**src/rtl/psic_pkg.sv**
```systemverilog
// shared constants and types for the per-source interrupt control bank
package psic_pkg;
    localparam int SRC_N   = 38;
    localparam int IDX_W   = 6;
    localparam int PRIO_W  = 3;
    localparam int ADDR_W  = 12;

    // printed register offsets, one per source, in default order
    localparam logic [31:0] SRC_OFS [SRC_N] = '{
        32'hfffff110, 32'hfffff112, 32'hfffff114, 32'hfffff116, 32'hfffff118, 32'hfffff11a,
        32'hfffff11c, 32'hfffff11e, 32'hfffff120, 32'hfffff122, 32'hfffff124, 32'hfffff126,
        32'hfffff128, 32'hfffff12a, 32'hfffff12c, 32'hfffff12e, 32'hfffff130, 32'hfffff132,
        32'hfffff134, 32'hfffff136, 32'hfffff138, 32'hfffff13a, 32'hfffff13c, 32'hfffff13e,
        32'hfffff140, 32'hfffff142, 32'hfffff144, 32'hfffff146, 32'hfffff148, 32'hfffff14a,
        32'hfffff14c, 32'hfffff14e, 32'hfffff150, 32'hfffff152, 32'hfffff154, 32'hfffff156,
        32'hfffff158, 32'hfffff15a};
    // register index is the low ten bits of the printed offset
    localparam logic [9:0] CTRL_FIRST_IDX = 10'h110;
    localparam logic [9:0] CTRL_LAST_IDX  = 10'h15a;

    // control register layout and reset value
    localparam int         FLAG_BIT   = 7;
    localparam int         MASK_BIT   = 6;
    localparam logic [7:0] CTRL_RESET = 8'h47;
    localparam logic [2:0] PRIO_RESET = 3'h7;

    // block-level registers
    localparam logic [ADDR_W-1:0] BITOP_ADDR  = 12'h800;
    localparam logic [ADDR_W-1:0] GMASK0_ADDR = 12'h804;
    localparam logic [ADDR_W-1:0] GMASK1_ADDR = 12'h808;
    localparam logic [ADDR_W-1:0] STAT_ADDR   = 12'h80c;
    localparam logic [ADDR_W-1:0] IMASK_ADDR  = 12'h810;
    localparam logic [ADDR_W-1:0] ARB_ADDR    = 12'h814;

    // bit operation word fields
    localparam int BITOP_IDX_LSB = 0;
    localparam int BITOP_BIT_LSB = 6;
    localparam int BITOP_OP_LSB  = 9;

    // block status bits
    localparam int ST_ACK = 0;
    localparam int ST_ERR = 1;
    localparam int ST_W   = 2;

    typedef enum logic [1:0] {PSIC_OP_CLR, PSIC_OP_SET, PSIC_OP_NOT, PSIC_OP_RSV} psic_op_t;

    typedef struct packed {
        logic              valid;
        logic [IDX_W-1:0]  id;
        logic [PRIO_W-1:0] level;
    } psic_grant_t;
endpackage

```
**src/rtl/psic_bank.sv**
```systemverilog
// per-source interrupt control registers with apb access and arbitration
//
// How it works
// - one control register is kept for every maskable source.
// - each register is written as a byte over apb or one bit at a time through the bit operation register.
// - reset leaves every register at 47h: flag clear, mask set, level 7.
// - bit 7 is the request flag, bit 6 the mask, bits 5 to 3 read zero, bits 2 to 0 the level.
// - the registers sit one per printed halfword offset from 110h to 15ah.
// - eight levels are arbitrated and the lower source number wins a tie.
// - requests stay pending while masked or while the core is busy in service.
// - each mask bit is also reached through grouped mask registers sharing the same storage.
`timescale 1ns/100ps
`default_nettype none
module psic_bank #(
    parameter int N = psic_pkg::SRC_N
) (
    input  wire logic                          clk,         // 125 mhz clock
    input  wire logic                          sys_rst,     // sync reset, high
    input  wire logic                          psel,        // apb select
    input  wire logic                          penable,     // apb access phase
    input  wire logic                          pwrite,      // apb write
    input  wire logic [psic_pkg::ADDR_W-1:0]   paddr,       // apb byte address
    input  wire logic [31:0]                   pwdata,      // apb write data
    input  wire logic [3:0]                    pstrb,       // apb byte strobes
    output logic                               pready,      // apb ready
    output logic [31:0]                        prdata,      // apb read data
    output logic                               pslverr,     // apb error
    input  wire logic [N-1:0]                  src_req,     // source request pulses
    input  wire logic                          cpu_busy,    // core in service or globally off
    input  wire logic                          cpu_ack,     // core takes the grant
    output logic                               irq_req,     // request to core
    output psic_pkg::psic_grant_t              irq_grant,   // granted source and level
    output logic                               irq          // block event interrupt
);
    logic [N-1:0]        flag_r;
    logic [N-1:0]        flag_nxt;
    logic [N-1:0]        mask_r;
    logic [N-1:0]        mask_nxt;
    logic [2:0]          prio_r [N];
    logic [2:0]          prio_nxt [N];
    logic [31:0]         prdata_r;
    logic [psic_pkg::ST_W-1:0] stat_r;
    logic [psic_pkg::ST_W-1:0] imask_r;
    psic_pkg::psic_grant_t     grant_r;

    // apb phase decode
    wire       setup_ph = psel && !penable;
    wire       acc_ph   = psel && penable;
    wire       wr_acc   = acc_ph && pwrite;
    wire [9:0] reg_idx  = paddr[11:2];
    wire [9:0] rel_idx  = reg_idx - psic_pkg::CTRL_FIRST_IDX;

    // control registers sit on even halfword offsets only
    // address decode
    wire ctrl_hit = (paddr[1:0] == 2'h0) && (reg_idx >= psic_pkg::CTRL_FIRST_IDX)
                    && (reg_idx <= psic_pkg::CTRL_LAST_IDX) && !rel_idx[0];
    wire [psic_pkg::IDX_W-1:0] ctrl_sel = rel_idx[psic_pkg::IDX_W:1];
    wire bitop_hit  = paddr == psic_pkg::BITOP_ADDR;
    wire gm0_hit    = paddr == psic_pkg::GMASK0_ADDR;
    wire gm1_hit    = paddr == psic_pkg::GMASK1_ADDR;
    wire stat_hit   = paddr == psic_pkg::STAT_ADDR;
    wire imask_hit  = paddr == psic_pkg::IMASK_ADDR;
    wire arb_hit    = paddr == psic_pkg::ARB_ADDR;
    wire any_hit    = ctrl_hit || bitop_hit || gm0_hit || gm1_hit || stat_hit || imask_hit || arb_hit;

    // the slave never stalls, unmapped accesses error
    assign pready  = 1'b1;
    assign pslverr = acc_ph && !any_hit;
    assign prdata  = prdata_r;

    // bit operation word fields
    wire [psic_pkg::IDX_W-1:0] bo_idx = pwdata[psic_pkg::BITOP_IDX_LSB +: psic_pkg::IDX_W];
    wire [2:0]                 bo_bit = pwdata[psic_pkg::BITOP_BIT_LSB +: 3];
    wire psic_pkg::psic_op_t   bo_op  = psic_pkg::psic_op_t'(pwdata[psic_pkg::BITOP_OP_LSB +: 2]);
    // fixed-zero bits and unknown ops cannot be operated on
    wire bo_ok = (bo_idx < N) && !(bo_bit inside {3'h3, 3'h4, 3'h5}) && (bo_op != psic_pkg::PSIC_OP_RSV);
    wire bo_wr = wr_acc && bitop_hit && pstrb[1:0] == 2'h3;

    // byte image of the addressed register for the bit operation
    wire [7:0] bo_cur = (bo_idx < N) ? {flag_r[bo_idx], mask_r[bo_idx], 3'h0, prio_r[bo_idx]} : 8'h00;
    wire [7:0] bo_one = 8'h01 << bo_bit;
    wire [7:0] bo_new = (bo_op == psic_pkg::PSIC_OP_SET) ? (bo_cur | bo_one) :
                        (bo_op == psic_pkg::PSIC_OP_CLR) ? (bo_cur & ~bo_one) : (bo_cur ^ bo_one);

    // one register update per access, byte write or bit operation
    // byte or bit access
    wire                       upd_en   = (wr_acc && ctrl_hit && pstrb[0]) || (bo_wr && bo_ok);
    wire [psic_pkg::IDX_W-1:0] upd_idx  = ctrl_hit ? ctrl_sel : bo_idx;
    wire [7:0]                 upd_byte = ctrl_hit ? pwdata[7:0] : bo_new;
    wire                       gm0_wr   = wr_acc && gm0_hit;
    wire                       gm1_wr   = wr_acc && gm1_hit;

    // grouped mask write data spread over the source index
    logic [63:0] gm_data;
    logic [63:0] gm_en;
    always_comb begin
        gm_data = {pwdata, pwdata};
        gm_en   = 64'h0;
        for (int b = 0; b < 4; b++) begin
            gm_en[b*8 +: 8]      = {8{gm0_wr && pstrb[b]}};
            gm_en[32 + b*8 +: 8] = {8{gm1_wr && pstrb[b]}};
        end
    end

    // acknowledge clears the source that was granted
    wire ack_take = cpu_ack && grant_r.valid;

    // next value of every control register
    always_comb begin
        for (int i = 0; i < N; i++) begin
            flag_nxt[i] = flag_r[i];
            mask_nxt[i] = mask_r[i];
            prio_nxt[i] = prio_r[i];
            if (upd_en && upd_idx == i[psic_pkg::IDX_W-1:0]) begin
                flag_nxt[i] = upd_byte[psic_pkg::FLAG_BIT];
                mask_nxt[i] = upd_byte[psic_pkg::MASK_BIT];
                prio_nxt[i] = upd_byte[2:0];
            end
            if (gm_en[i])
                mask_nxt[i] = gm_data[i];
            if (ack_take && grant_r.id == i[psic_pkg::IDX_W-1:0])
                flag_nxt[i] = 1'b0;
            // request sets flag, a set beats any clear
            if (src_req[i])
                flag_nxt[i] = 1'b1;
        end
    end

    // storage for all sources
    // one register each
    always_ff @(posedge clk) begin
        for (int i = 0; i < N; i++) begin
            flag_r[i] <= sys_rst ? psic_pkg::CTRL_RESET[psic_pkg::FLAG_BIT] : flag_nxt[i];
            mask_r[i] <= sys_rst ? psic_pkg::CTRL_RESET[psic_pkg::MASK_BIT] : mask_nxt[i];
            prio_r[i] <= sys_rst ? psic_pkg::PRIO_RESET : prio_nxt[i];
        end
    end

    // arbitration: lowest level code first, then lowest source number
    logic                       win_valid;
    logic [psic_pkg::IDX_W-1:0] win_id;
    logic [2:0]                 win_lvl;
    always_comb begin
        win_valid = 1'b0;
        win_id    = '0;
        win_lvl   = psic_pkg::PRIO_RESET;
        for (int i = 0; i < N; i++) begin
            if (flag_r[i] && !mask_r[i] && (!win_valid || prio_r[i] < win_lvl)) begin
                win_valid = 1'b1;
                win_id    = i[psic_pkg::IDX_W-1:0];
                win_lvl   = prio_r[i];
            end
        end
    end

    // grant is registered; an ack that arrives this cycle clears it next
    always_ff @(posedge clk) begin
        if (sys_rst || ack_take)
            grant_r <= '0;
        else
            grant_r <= '{valid: win_valid, id: win_id, level: win_lvl};
    end

    assign irq_req   = grant_r.valid && !cpu_busy;
    assign irq_grant = grant_r;

    // block events: grant taken, bad bit operation or unmapped access
    wire [psic_pkg::ST_W-1:0] ev = {(bo_wr && !bo_ok) || pslverr, ack_take};
    wire [psic_pkg::ST_W-1:0] st_clr = (wr_acc && stat_hit && pstrb[0]) ? pwdata[psic_pkg::ST_W-1:0] : '0;
    always_ff @(posedge clk) begin
        if (sys_rst) begin
            stat_r  <= '0;
            imask_r <= '0;
        end else begin
            // write one clears, a new event wins
            stat_r <= (stat_r & ~st_clr) | ev;
            if (wr_acc && imask_hit && pstrb[0])
                imask_r <= pwdata[psic_pkg::ST_W-1:0];
        end
    end
    assign irq = |(stat_r & imask_r);

    // read mux, sampled in the setup cycle so prdata is a flop in the access phase
    // fixed zero bits
    wire [31:0] ctrl_rd = {24'h0, flag_r[ctrl_sel], mask_r[ctrl_sel], 3'h0, prio_r[ctrl_sel]};
    wire [63:0] gm_rd   = {{(64-N){1'b1}}, mask_r};
    wire [31:0] rd_mux  = ctrl_hit  ? ctrl_rd :
                          gm0_hit   ? gm_rd[31:0] :
                          gm1_hit   ? gm_rd[63:32] :
                          stat_hit  ? {30'h0, stat_r} :
                          imask_hit ? {30'h0, imask_r} :
                          arb_hit   ? {22'h0, grant_r.valid, win_valid, grant_r.id, 2'h0} : 32'h0;
    always_ff @(posedge clk) begin
        if (sys_rst)
            prdata_r <= 32'h0;
        else if (setup_ph && !pwrite)
            prdata_r <= rd_mux;
    end

    // helpers for the checks below
    logic better_exists;
    always_comb begin
        better_exists = 1'b0;
        for (int i = 0; i < N; i++)
            if (flag_r[i] && !mask_r[i] && (prio_r[i] < win_lvl || (prio_r[i] == win_lvl && i < win_id)))
                better_exists = 1'b1;
    end
    wire [psic_pkg::ADDR_W-1:0] last_addr = {psic_pkg::SRC_OFS[N-1][9:0], 2'h0};
endmodule
`default_nettype wire

```
**config.mk**
```make
export PLATFORM = sky130hd
export DESIGN_NAME = psic_bank
export DESIGN_NICKNAME = d
export VERILOG_FILES = /design/src/rtl/psic_pkg.sv /design/src/rtl/psic_bank.sv
export SDC_FILE = /design/constraint.sdc
export NUM_CORES = 1
export LEC_CHECK = 0
export ABC_CLOCK_PERIOD_IN_PS = 58000
export BUFFER_PORTS_ARGS = -buffer_cell sky130_fd_sc_hd__buf_2
export CAP_MARGIN = 20
export CORE_ASPECT_RATIO = 0.5
export CORE_MARGIN = 10
export CORE_UTILIZATION = 30
export CTS_CLUSTER_SIZE = 10
export DETAILED_ROUTE_END_ITERATION = 6
export SLEW_MARGIN = 20
export SYNTH_ARGS = -nofsm -noshare
export SYNTH_HDL_FRONTEND = slang
export SYNTH_SLANG_ARGS = --single-unit
```
**constraint.sdc**
```tcl
create_clock -name clk -period 58 [get_ports clk]
set_input_delay 2.9 -clock clk [delete_from_list [all_inputs] [get_ports clk]]
set_output_delay 2.9 -clock clk [all_outputs]
set_load 0.01 [all_outputs]
```
# --- After elaboration in Yosys (flattened, before gate mapping) ---
# Memory sizes are Yosys's and may differ from the RTL's.
# Index checks and enable logic that the tools add are counted.
totals:
  regBits: 122
  latchBits: 0
  mem_bits_rw: 114
  romBits: 0
  input_bits: 93
  out_inout_bits: 46
  word_cells: 1014
  mem_count: 1
memory_table:
  columns: ["name", "words", "word_bits", "read_ports", "rd_clocked_by_memory_dff", "wr", "line", "text"]
  rows:
  - ["prio_r", 38, 3, 40, 0, 38, "psic_bank.sv:39", "logic [2:0] prio_r [N];"]
op_classes:
  n_addsub: 1
  multipliers: 0
  n_div: 0
  n_lt_le_gt_ge: 42
  n_eq_ne: 86
  shift: 1
  n_mux: 399
  bitwise: 8
  n_reduce_logical: 392
op_table:
  columns: ["operator", "n"]
  rows:
  - ["$mux 3", 114]
  - ["$mux 1", 233]
  - ["$mux 6", 37]
  - ["$eq 6x5->1 const B", 32]
  - ["$logic_and 1x1->1", 180]
  - ["$reduce_bool 3->1", 39]
  - ["$lt 3x3->1", 37]
  - ["$eq 6x4->1 const B", 16]
  - ["$mux 32", 3]
  - ["$logic_not 1->1", 82]
  - ["$reduce_bool 2->1", 38]
  - ["$eq 12x12->1 const B", 6]
  - ["$eq 6x6->1 const B", 12]
  - ["$eq 6x3->1 const B", 8]
  - ["$logic_or 1x1->1", 46]
  - ["$mux 8", 4]
  - ["$mux 10", 3]
  - ["$bmux 1 s6", 4]
  - ["$eq 6x2->1 const B", 4]
  - ["$lt 6x7->1 const B", 2]
  - ["$eq 6x1->1 const B", 2]
  - ["$logic_not 6->1", 2]
  - ["$ge 10x9->1 const B", 1]
  - ["$le 10x9->1 const B", 1]
  - ["20 further kinds", 23]

# --- Depth between registers and ports, before layout ---
# Gate-level depths: netlist (run 1).
logic_depth:
  word_depth: 157
  ltp_mapped: 266
  mapped_depth_nobuf: 259

# --- Worst setup path after synthesis (run 1) ---
# No wires, ideal clock.
synth_path:
  path_kind: "reg2reg"
  from: "register mask_r[0]"
  to: "register grant_r (netlist bit irq_grant[6])"
  setup_ps: 120
  arrival_time_ps: 41812
  required_time_ps: 57880
  setup_slack_ps: 16068
  path_stages_with_launch: 251
  path_buffers: 7
  period_less_slack_ps: 41932
  cell_sequence: "dfxtp_1 nand2b_1 buf_6 nor2_1 ha_1 o311ai_1 o21ai_0 nor2_1 a21oi_1 inv_1 ha_1 o21ai_1 a21oi_1 nor2_1 mux2i_1 ha_1 a21o_1 a21oi_1 [215 not listed] nor2_1 a31o_2 a21oi_2 or2_4 mux2_4 inv_1 ha_1 or3_1 a21oi_1 a21oi_1 mux2_2 ha_1 o21ai_0 nand2b_1 a21oi_1 a21oi_2 and4_1 o31a_1"
synth_between:
  elab_chain_cells: 151
  word_cells_on_any_way: 254
synth_lines:
  columns: ["element", "line", "text"]
  rows:
  - ["from (decl)", "psic_bank.sv:37", "logic [N-1:0] mask_r;"]
  - ["from (signal, indexed assignment)", "psic_bank.sv:134", "mask_r[i] <= sys_rst ? psic_pkg::CTRL_RESET[psic_pkg::MASK_BIT] : mask_nxt[i];"]
  - ["$logic_not 1->1 *", null, null]
  - ["$logic_and 1x1->1 *", null, null]
  - ["$mux 3 / $mux 1 (equally long branches)", "psic_bank.sv:148", "if (flag_r[i] && !mask_r[i] && (!win_valid || prio_r[i] < win_lvl)) begin"]
  - ["$lt 3x3->1 / $logic_not 1->1 (equally long branches)", "psic_bank.sv:148", null]
  - ["$logic_or 1x1->1", "psic_bank.sv:148", null]
  - ["$logic_and 1x1->1", "psic_bank.sv:148", null]
  - ["$mux 3 / $mux 1 (equally long branches)", "psic_bank.sv:148", null]
  - ["$lt 3x3->1 / $logic_not 1->1 (equally long branches)", "psic_bank.sv:148", null]
  - ["[135 not listed]", null, null]
  - ["$lt 3x3->1 / $logic_not 1->1 (equally long branches)", "psic_bank.sv:148", null]
  - ["$logic_or 1x1->1", "psic_bank.sv:148", null]
  - ["$logic_and 1x1->1", "psic_bank.sv:148", null]
  - ["$mux 3 / $mux 1 (equally long branches)", "psic_bank.sv:148", null]
  - ["$lt 3x3->1 / $logic_not 1->1 (equally long branches)", "psic_bank.sv:148", null]
  - ["$logic_or 1x1->1", "psic_bank.sv:148", null]
  - ["$logic_and 1x1->1", "psic_bank.sv:148", null]
  - ["$reduce_or 7->1 (no source line)", null, null]
  - ["to (signal assigned)", "psic_bank.sv:161", "grant_r <= '{valid: win_valid, id: win_id, level: win_lvl};"]
  - ["to (decl)", "psic_bank.sv:44", "psic_pkg::psic_grant_t grant_r;"]
# Mark *: on every way between the ends. The rest lies on a longest branch, timed or not.
# A chain may end at the register's enable or synchronous reset.

# --- Worst setup path after layout (run 1) ---
# Ends and elaborated chain as after synthesis.

==> impl_metrics.csv, run 1 <==
group,metric,value,unit
placement,port-buffer-count,137,
pwr,powerDensity,17.7,nW/µm²
setup_path,ff2ff_path_depth,242,
layout,fillCellCount,6761,
detailed_routing,post_drt_wl_per_cell,23.1,µm
floorplan,dieArea,77000,µm²
setup_path,worst_path_largest_cell_delay,0.56,ns
clock_network,cts-buffers-inserted,29,
global_routing,grt_max_degree,140,
clock_network,insertion_delay,0.57,ns
floorplan,coreArea,65000,µm²
timing,rsz0062_at_grt,"false",
setup_path,critical_path_class,"reg -> reg",
placement,dp_slack,10.95,ns
synthesis,synth_flop_cell,"dfxtp_1",
timing,maxSlewViolCount,0,
clock_network,path_clk_slew,0.07,ns
floorplan,die_y,201,µm
timing,period_share,82.2,%
outcome,status,"completed",
timing,tns,0,ns
detailed_routing,via_per_inst,6.00,
clock_network,cts_setup_buffers,0,
hold_path,holdPathStages,2,
layout,final_cell_mix,"nor2_1, dfxtp_1, a21oi_1, a211o_1, nand2_1",
global_routing,grt.overflow.total,0,
floorplan,row_count,66,
timing,skew,0.0131,ns
layout,layout.cells.non_filler,3431,
synthesis,syn_nets,2629,
synthesis,syn_inst,2483,
layout,stdcell_area,22000,µm²
timing,fmax,0.0210,GHz
timing,worst_pin_slew,1.25,ns
clock_network,cts_max_path_buffers,3,
timing,worst_slack,10.30,ns
clock_network,cts_resized,0,
setup_path,r2r_setup_slack,10.30,ns
synthesis,yosysWarnings,0,
synthesis,synthArstFlopShare,0,%
setup_path,cp-end-kind,"flop",
global_routing,grt_antenna_before_repair,3,
setup_path,cp.required,58.45,ns
timing,hold_viol,0,
synthesis,synth-seq-cells,236,
detailed_routing,drt_first_pass_iters,7,
layout,layout_commonest_cell,"nor2_1",
clock_network,htree_levels,1,
floorplan,initial_core_util,30.3,%
setup_path,worstReg2RegEnd,"irq_grant[6]$_SDFF_PP0_",
clock_network,cts-root-buf,"clkbuf_16",
job,maxCapViolCount,0,
hold_path,hold_path_end,"stat_r[0]$_SDFF_PP0_",
setup_path,worstPathMaxFanout,11,
synthesis,syn_area,19700,µm²
layout,nets,2677,
global_routing,grtUsageTotal,19.3,%
global_routing,grt_pass1_vias,18863,
floorplan,ioPinCount,139,
clock_network,cts_sinks,236,
timing,setup_viol,0,
synthesis,synth.distinct_cells,111,
layout,drive_gt1_share,14.3,%
synthesis,synth_edf_count,0,
setup_path,crit_arrival,48.16,ns
placement,gp_congestion,0.966,
placement,dp_cells,3383,
setup_path,startpoint_type,"flop",
hold_path,hp-class,"reg -> reg",
setup_path,crit_top_cell,"ha_1",
pwr,ir_drop,0.0000216,V
setup_path,reg2reg_from,"mask_r[0]$_SDFFE_PP1P_",
layout,area_growth_syn_to_layout,11.8,%
setup_path,cp_slowest_cell,"or4b_4",
placement,hpwl,58400,µm
synthesis,avgSynthCellArea,7.94,µm²
placement,dpl_cell_area,21200,µm²
floorplan,die_w,382,µm
detailed_routing,drtIter0Drc,2770,
hold_path,hp-start,"stat_r[0]$_SDFF_PP0_",
clock_network,hold_buffers,0,
timing,relSlewSlack,16.7,%
clock_network,cts_tree,"yes",
detailed_routing,via_count,20582,
detailed_routing,finalWirelength,79100,µm
detailed_routing,ant_nets,0,
timing,fin_crit,47.70,ns
pwr,p_leak,0.00895,µW
synthesis,yosysSeqAreaShare,24.0,%
global_routing,grt_pass1_wl,118000,µm
detailed_routing,drc,0,
==> flip-flops by register name, summed over array words and instances (netlist names) <==
name,flops
flag_r,38
prio_r,114
prdata,32
stat_r,2
irq_grant,10
mask_r,38
imask_r,2
==> worst max-delay path, delay by kind of cell (launching register included) <==
kind                       cells  cell delay [ns]
AOI/OAI and AO/OA             94            18.53
and+or+nand+nor               64            10.69
adders and majority gates     37             9.82
muxes                         19             6.02
buffers and inverters         28             1.98
DFF                            1             0.50
==> worst max-delay path by stage <==
stage / slack [ns] / end / cells past startpoint / startpoint
detailed placement: 10.95 / irq_grant[6]$_SDFF_PP0_ / 242 / mask_r[0]$_SDFFE_PP1P_
global placement: 12.47 / irq_grant[7]$_SDFF_PP0_ / 242 / mask_r[0]$_SDFFE_PP1P_
global route: 5.88 / irq_grant[6]$_SDFF_PP0_ / 244 / mask_r[0]$_SDFFE_PP1P_
CTS: 10.79 / irq_grant[6]$_SDFF_PP0_ / 243 / mask_r[0]$_SDFFE_PP1P_
floorplan: 16.07 / irq_grant[6]$_SDFF_PP0_ / 250 / mask_r[0]$_SDFFE_PP1P_
finish: 10.30 / irq_grant[6]$_SDFF_PP0_ / 242 / mask_r[0]$_SDFFE_PP1P_
==> kinds of logic (layout without fill, tap and decap cells) <==
kind of cell             Yosys count  in the layout  share of synthesized area [%]
flip-flops                       236            236                           24.0
AND/OR/NAND/NOR                  903            903                           21.1
other                              1              4                         0.0190
AO/OA/AOI/OAI                    779            779                           28.3
XOR/XNOR                           2              2                         0.0889
adder cells (fa/ha/maj)           64             64                           3.93
buffers and inverters            244            305                           4.81
multiplexers                     254            254                           17.8
==> per-stage QoR <==
stage / power [µW] / utilization, % / hold slack (ns)
after detailed placement: 216 / 32.5 / 0.469
after floorplan: 199 / - / 0.450
after global placement: 216 / 32.5 / 0.461
after CTS: 390 / 33.9 / 0.476
final: 390 / 33.9 / 0.477
after global routing: 400 / 33.9 / 0.507
==> cells in the mapped netlist, types with 13 or more instances <==
cell type  count  share of area (%)
o22ai_1       21               0.67
mux4_2        73                8.3
and3_1        13               0.41
or2_2         16               0.51
buf_1         23               0.44
mux2_2        21                1.2
a21oi_1      229                5.8
a211o_1      162                7.2
inv_1         96                1.8
mux2i_1      152                7.7
o31ai_1       13               0.50
o21a_1        21               0.80
o21ai_1       13               0.33
a21o_1        25               0.95
nor2_1       433                8.2
nand2_1      162                3.1
clkbuf_1     114                2.2
a31oi_1       24               0.76
ha_1          53                3.4
o21ai_0       87                2.2
and2_1        26               0.83
nand2b_1      70                2.2
nand3_1       42                1.1
dfxtp_1      236                 24
o211ai_1      21               0.80
nor2b_1       30               0.95
a211oi_1      26               0.99
nor3_1        43                1.1
==> metal layers <==
layer	share of wire (%)	global-route usage (%)	vias to the layer above
met5	0	0	-
met4	4.2	7.10	0
met3	10	3.76	175
li1	-	-	9272
met1	41	25.6	9937
met2	45	30.8	1198
==> final cells by class <==
| type | count | area (µm²) | area share (%) |
|---|---|---|---|
| multi-input combinational | 2003 | 14100 | 63.9 |
| sequential | 236 | 4720 | 21.4 |
| tap | 884 | 1110 | 5.02 |
| timing repair buffer | 161 | 875 | 3.97 |
| clock buffer | 42 | 805 | 3.65 |
| inverter | 100 | 375 | 1.70 |
| clock inverter | 2 | 60.1 | 0.273 |
| antenna | 3 | 7.51 | 0.0341 |
==> power by group <==
part,leakage [µW],internal (µW),switching (µW)
combinational,0.00661,15.3,31.8
clock,0.000419,103,72.3
sequential,0.00192,165,2.95
Power figures use the tool's default switching activity.
==> run 2: changes to the inputs <==
--- a/config.mk
+++ b/config.mk
@@ -5,7 +5,8 @@
 export SDC_FILE = /design/constraint.sdc
 export NUM_CORES = 1
 export LEC_CHECK = 0
-export ABC_CLOCK_PERIOD_IN_PS = 58000
+export ABC_AREA = 1
+export ABC_CLOCK_PERIOD_IN_PS = 41500
 export BUFFER_PORTS_ARGS = -buffer_cell sky130_fd_sc_hd__buf_2
 export CAP_MARGIN = 20
 export CORE_ASPECT_RATIO = 0.5
==> constraint.sdc (replaced) <==
create_clock -name clk -period 41.5 [get_ports clk]
set_input_delay 2.075 -clock clk [delete_from_list [all_inputs] [get_ports clk]]
set_output_delay 2.075 -clock clk [all_outputs]
set_load 0.01 [all_outputs]
==> run 2 against run 1 <==
Clock skew is 0.0011 ns higher. Worst setup slack worse by 5.0 ns. Die area fell by 5.9%. Largest cell class unchanged.
==> impl_metrics.csv, run 2 <==
group,metric,value,unit
clock_network,cts_resized,0,
synthesis,syn_area,18400,µm²
detailed_routing,ant_nets,0,
placement,port-buffer-count,137,
pwr,switching_share,30.2,%
pwr,power_frac_comb,14.9,%
setup_path,cp.required,41.95,ns
floorplan,ioPinCount,139,
timing,setup_viol,0,
floorplan,die_w,371,µm
layout,largestRegisters,"prio_r (114), flag_r (38), mask_r (38)",
layout,largest_register,"prio_r",
clock_network,path_clk_slew,0.06,ns
synthesis,synthArstFlopShare,0,%
global_routing,grt_pass1_vias,19966,
synthesis,synth_area_leader_cell,"dfxtp_1",
synthesis,avgSynthCellArea,5.99,µm²
detailed_routing,drt_first_pass_iters,6,
synthesis,synth_flop_cell,"dfxtp_1",
pwr,p_int,388,µW
synthesis,synth-seq-cells,236,
synthesis,synth_commonest_cells,"nand2_1, inv_1, a21oi_1, nor2_1, o21ai_0",
clock_network,cts_sinks,236,
detailed_routing,post_drt_wl_per_cell,21.8,µm
detailed_routing,via_count,22210,
synthesis,syn_nets,3227,
outcome,status,"completed",
layout,area_growth_syn_to_layout,12.8,%
timing,relSlewSlack,24.0,%
timing,skew,0.0142,ns
timing,maxSlewViolCount,0,
setup_path,crit_arrival,36.64,ns
global_routing,grt_pass1_wl,128000,µm
global_routing,grt_max_degree,99,
synthesis,synthTopCellsByArea,"dfxtp_1, nand2_1, inv_1",
timing,worst_pin_slew,1.14,ns
setup_path,crit_top_cell,"nand2_1",
clock_network,cts_setup_buffers,0,
layout,nets,3299,
setup_path,critical_path_class,"reg -> reg",
pwr,p_sw,168,µW
floorplan,die_y,195,µm
layout,layout.cells.non_filler,3991,
timing,fin_crit,36.19,ns
layout,post-route-util,34.1,%
clock_network,htree_levels,1,
synthesis,yosysSeqAreaShare,25.6,%
layout,layout_commonest_cell,"nand2_1",
synthesis,yosysWarnings,0,
pwr,p_seq_share,41.7,%
timing,rsz0062_at_grt,"false",
floorplan,dieArea,72400,µm²
floorplan,initial_core_util,30.2,%
hold_path,hp-class,"reg -> reg",
detailed_routing,finalWirelength,86900,µm
global_routing,grt.overflow.total,0,
setup_path,cp-end-kind,"flop",
floorplan,row_count,64,
floorplan,coreArea,61000,µm²
placement,dp_cells,3947,
setup_path,cp_slowest_cell,"dfxtp_1",
placement,gp_congestion,0.982,
synthesis,synth_top_area_share,25.6,%
detailed_routing,drtIter0Drc,3038,
detailed_routing,via_per_inst,5.57,
setup_path,worst_path_largest_cell_delay,0.43,ns
layout,drive_gt1_share,9.99,%
setup_path,worstPathMaxFanout,9,
clock_network,insertion_delay,0.58,ns
synthesis,synth_edf_count,0,
clock_network,hold_buffers,0,
placement,hpwl,65900,µm
detailed_routing,drc,0,
global_routing,grtUsageTotal,22.6,%
timing,period_share,87.2,%
synthesis,yosysMostFrequentCell,"nand2_1",
timing,tns,0,ns
job,maxCapViolCount,0,
pwr,p_leak,0.0101,µW
synthesis,synth.distinct_cells,44,
layout,final_cell_mix,"nand2_1, inv_1, nor2_1, a21oi_1, o21ai_0",
clock_network,cts_max_path_buffers,3,
pwr,powerDensity,26.8,nW/µm²
synthesis,syn_inst,3081,
clock_network,cts-buffers-inserted,29,
layout,largest_reg_flops,114,
timing,hold_viol,0,
pwr,ir_drop,0.0000291,V
pwr,clockPowerShare,43.4,%
clock_network,cts-root-buf,"clkbuf_16",
timing,fmax,0.0276,GHz
global_routing,grt_antenna_before_repair,2,
clock_network,cts_tree,"yes",
setup_path,startpoint_type,"flop",
==> run 2: cell types whose count changed in the layout (fill, tap and decap cells not counted), sizes merged, moves of 132 or more <==
cell / change
nor2: -132
inv: +342
o21ai: +198
a211o: -161
nand2: +584
mux2i: -154
nand3: +219
==> run 2: worst max-delay path: cells and delay by family (launching register included) <==
family          cells  cell delay (ns)
simple gates      183            13.41
fa+ha+maj          37            10.41
compound gates     40            10.14
buf+inv            34             1.65
flops               1             0.43
==> run 2: kinds of logic (layout without fill, tap and decap cells) <==
logic type | count (synthesis) | after routing | share of synthesized area (%)
simple gates | 1342 | 1342 | 31.8
compound gates | 852 | 852 | 26.8
buf+inv | 596 | 679 | 12.2
flops | 236 | 236 | 25.6
fa+ha+maj | 53 | 53 | 3.60
other cells | 1 | 3 | 0.0203
xor+xnor | 1 | 1 | 0.0475
==> run 2: path summary, 6_finish.rpt <==
kind	from	to	slack (ns)	cells after the start
min	prdata[24]$_SDFFE_PP0P_	prdata[24]$_SDFFE_PP0P_	0.46	2
min reg2reg	prdata[24]$_SDFFE_PP0P_	prdata[24]$_SDFFE_PP0P_	0.46	2
max	flag_r[0]$_SDFFE_PP0P_	irq_grant[6]$_SDFF_PP0_	5.31	294
max reg2reg	flag_r[0]$_SDFFE_PP0P_	irq_grant[6]$_SDFF_PP0_	5.31	294
==> run 2: power by group through the flow <==
| stage | logic, µW | clock network (µW) | registers [µW] |
|---|---|---|---|
| floorplan | 43.4 | 0 | 236 |
| CTS | 78.5 | 241 | 232 |
| global route | 86.3 | 249 | 232 |
| detailed placement | 78.3 | 0 | 237 |
| finish | 83.1 | 242 | 232 |
| global placement | 78.0 | 0 | 237 |
==> run 2: cell type report <==
cell class | instances | area (µm²)
fill | 6794 | 40200
multi-input combinational | 2249 | 11500
sequential | 236 | 4720
inverter | 469 | 1760
tap | 825 | 1030
timing repair buffer | 168 | 923
clock buffer | 39 | 803
clock inverter | 3 | 40.0
antenna | 2 | 5.00
==> run 2: through the flow <==
| step | area, µm² | hold slack, ns | power (µW) | setup WS, ns |
|---|---|---|---|---|
| global route | 20800 | 0.480 | 568 | 0.899 |
| floorplan | 18400 | 0.440 | 280 | 10.22 |
| CTS | 20800 | 0.464 | 552 | 5.50 |
| global placement | 20000 | 0.451 | 315 | 7.24 |
| detailed placement | 20000 | 0.455 | 315 | 5.62 |
| finish | 20800 | 0.460 | 557 | 5.31 |
==> run 2: layer usage <==
metal | track usage [%] | up-vias | routed length [µm]
met2 | 33.5 | 1336 | 35600
met5 | 0 | - | 0
met3 | 5.01 | 191 | 10100
met4 | 7.30 | 0 | 3170
met1 | 31.9 | 10272 | 38000
li1 | - | 10411 | -
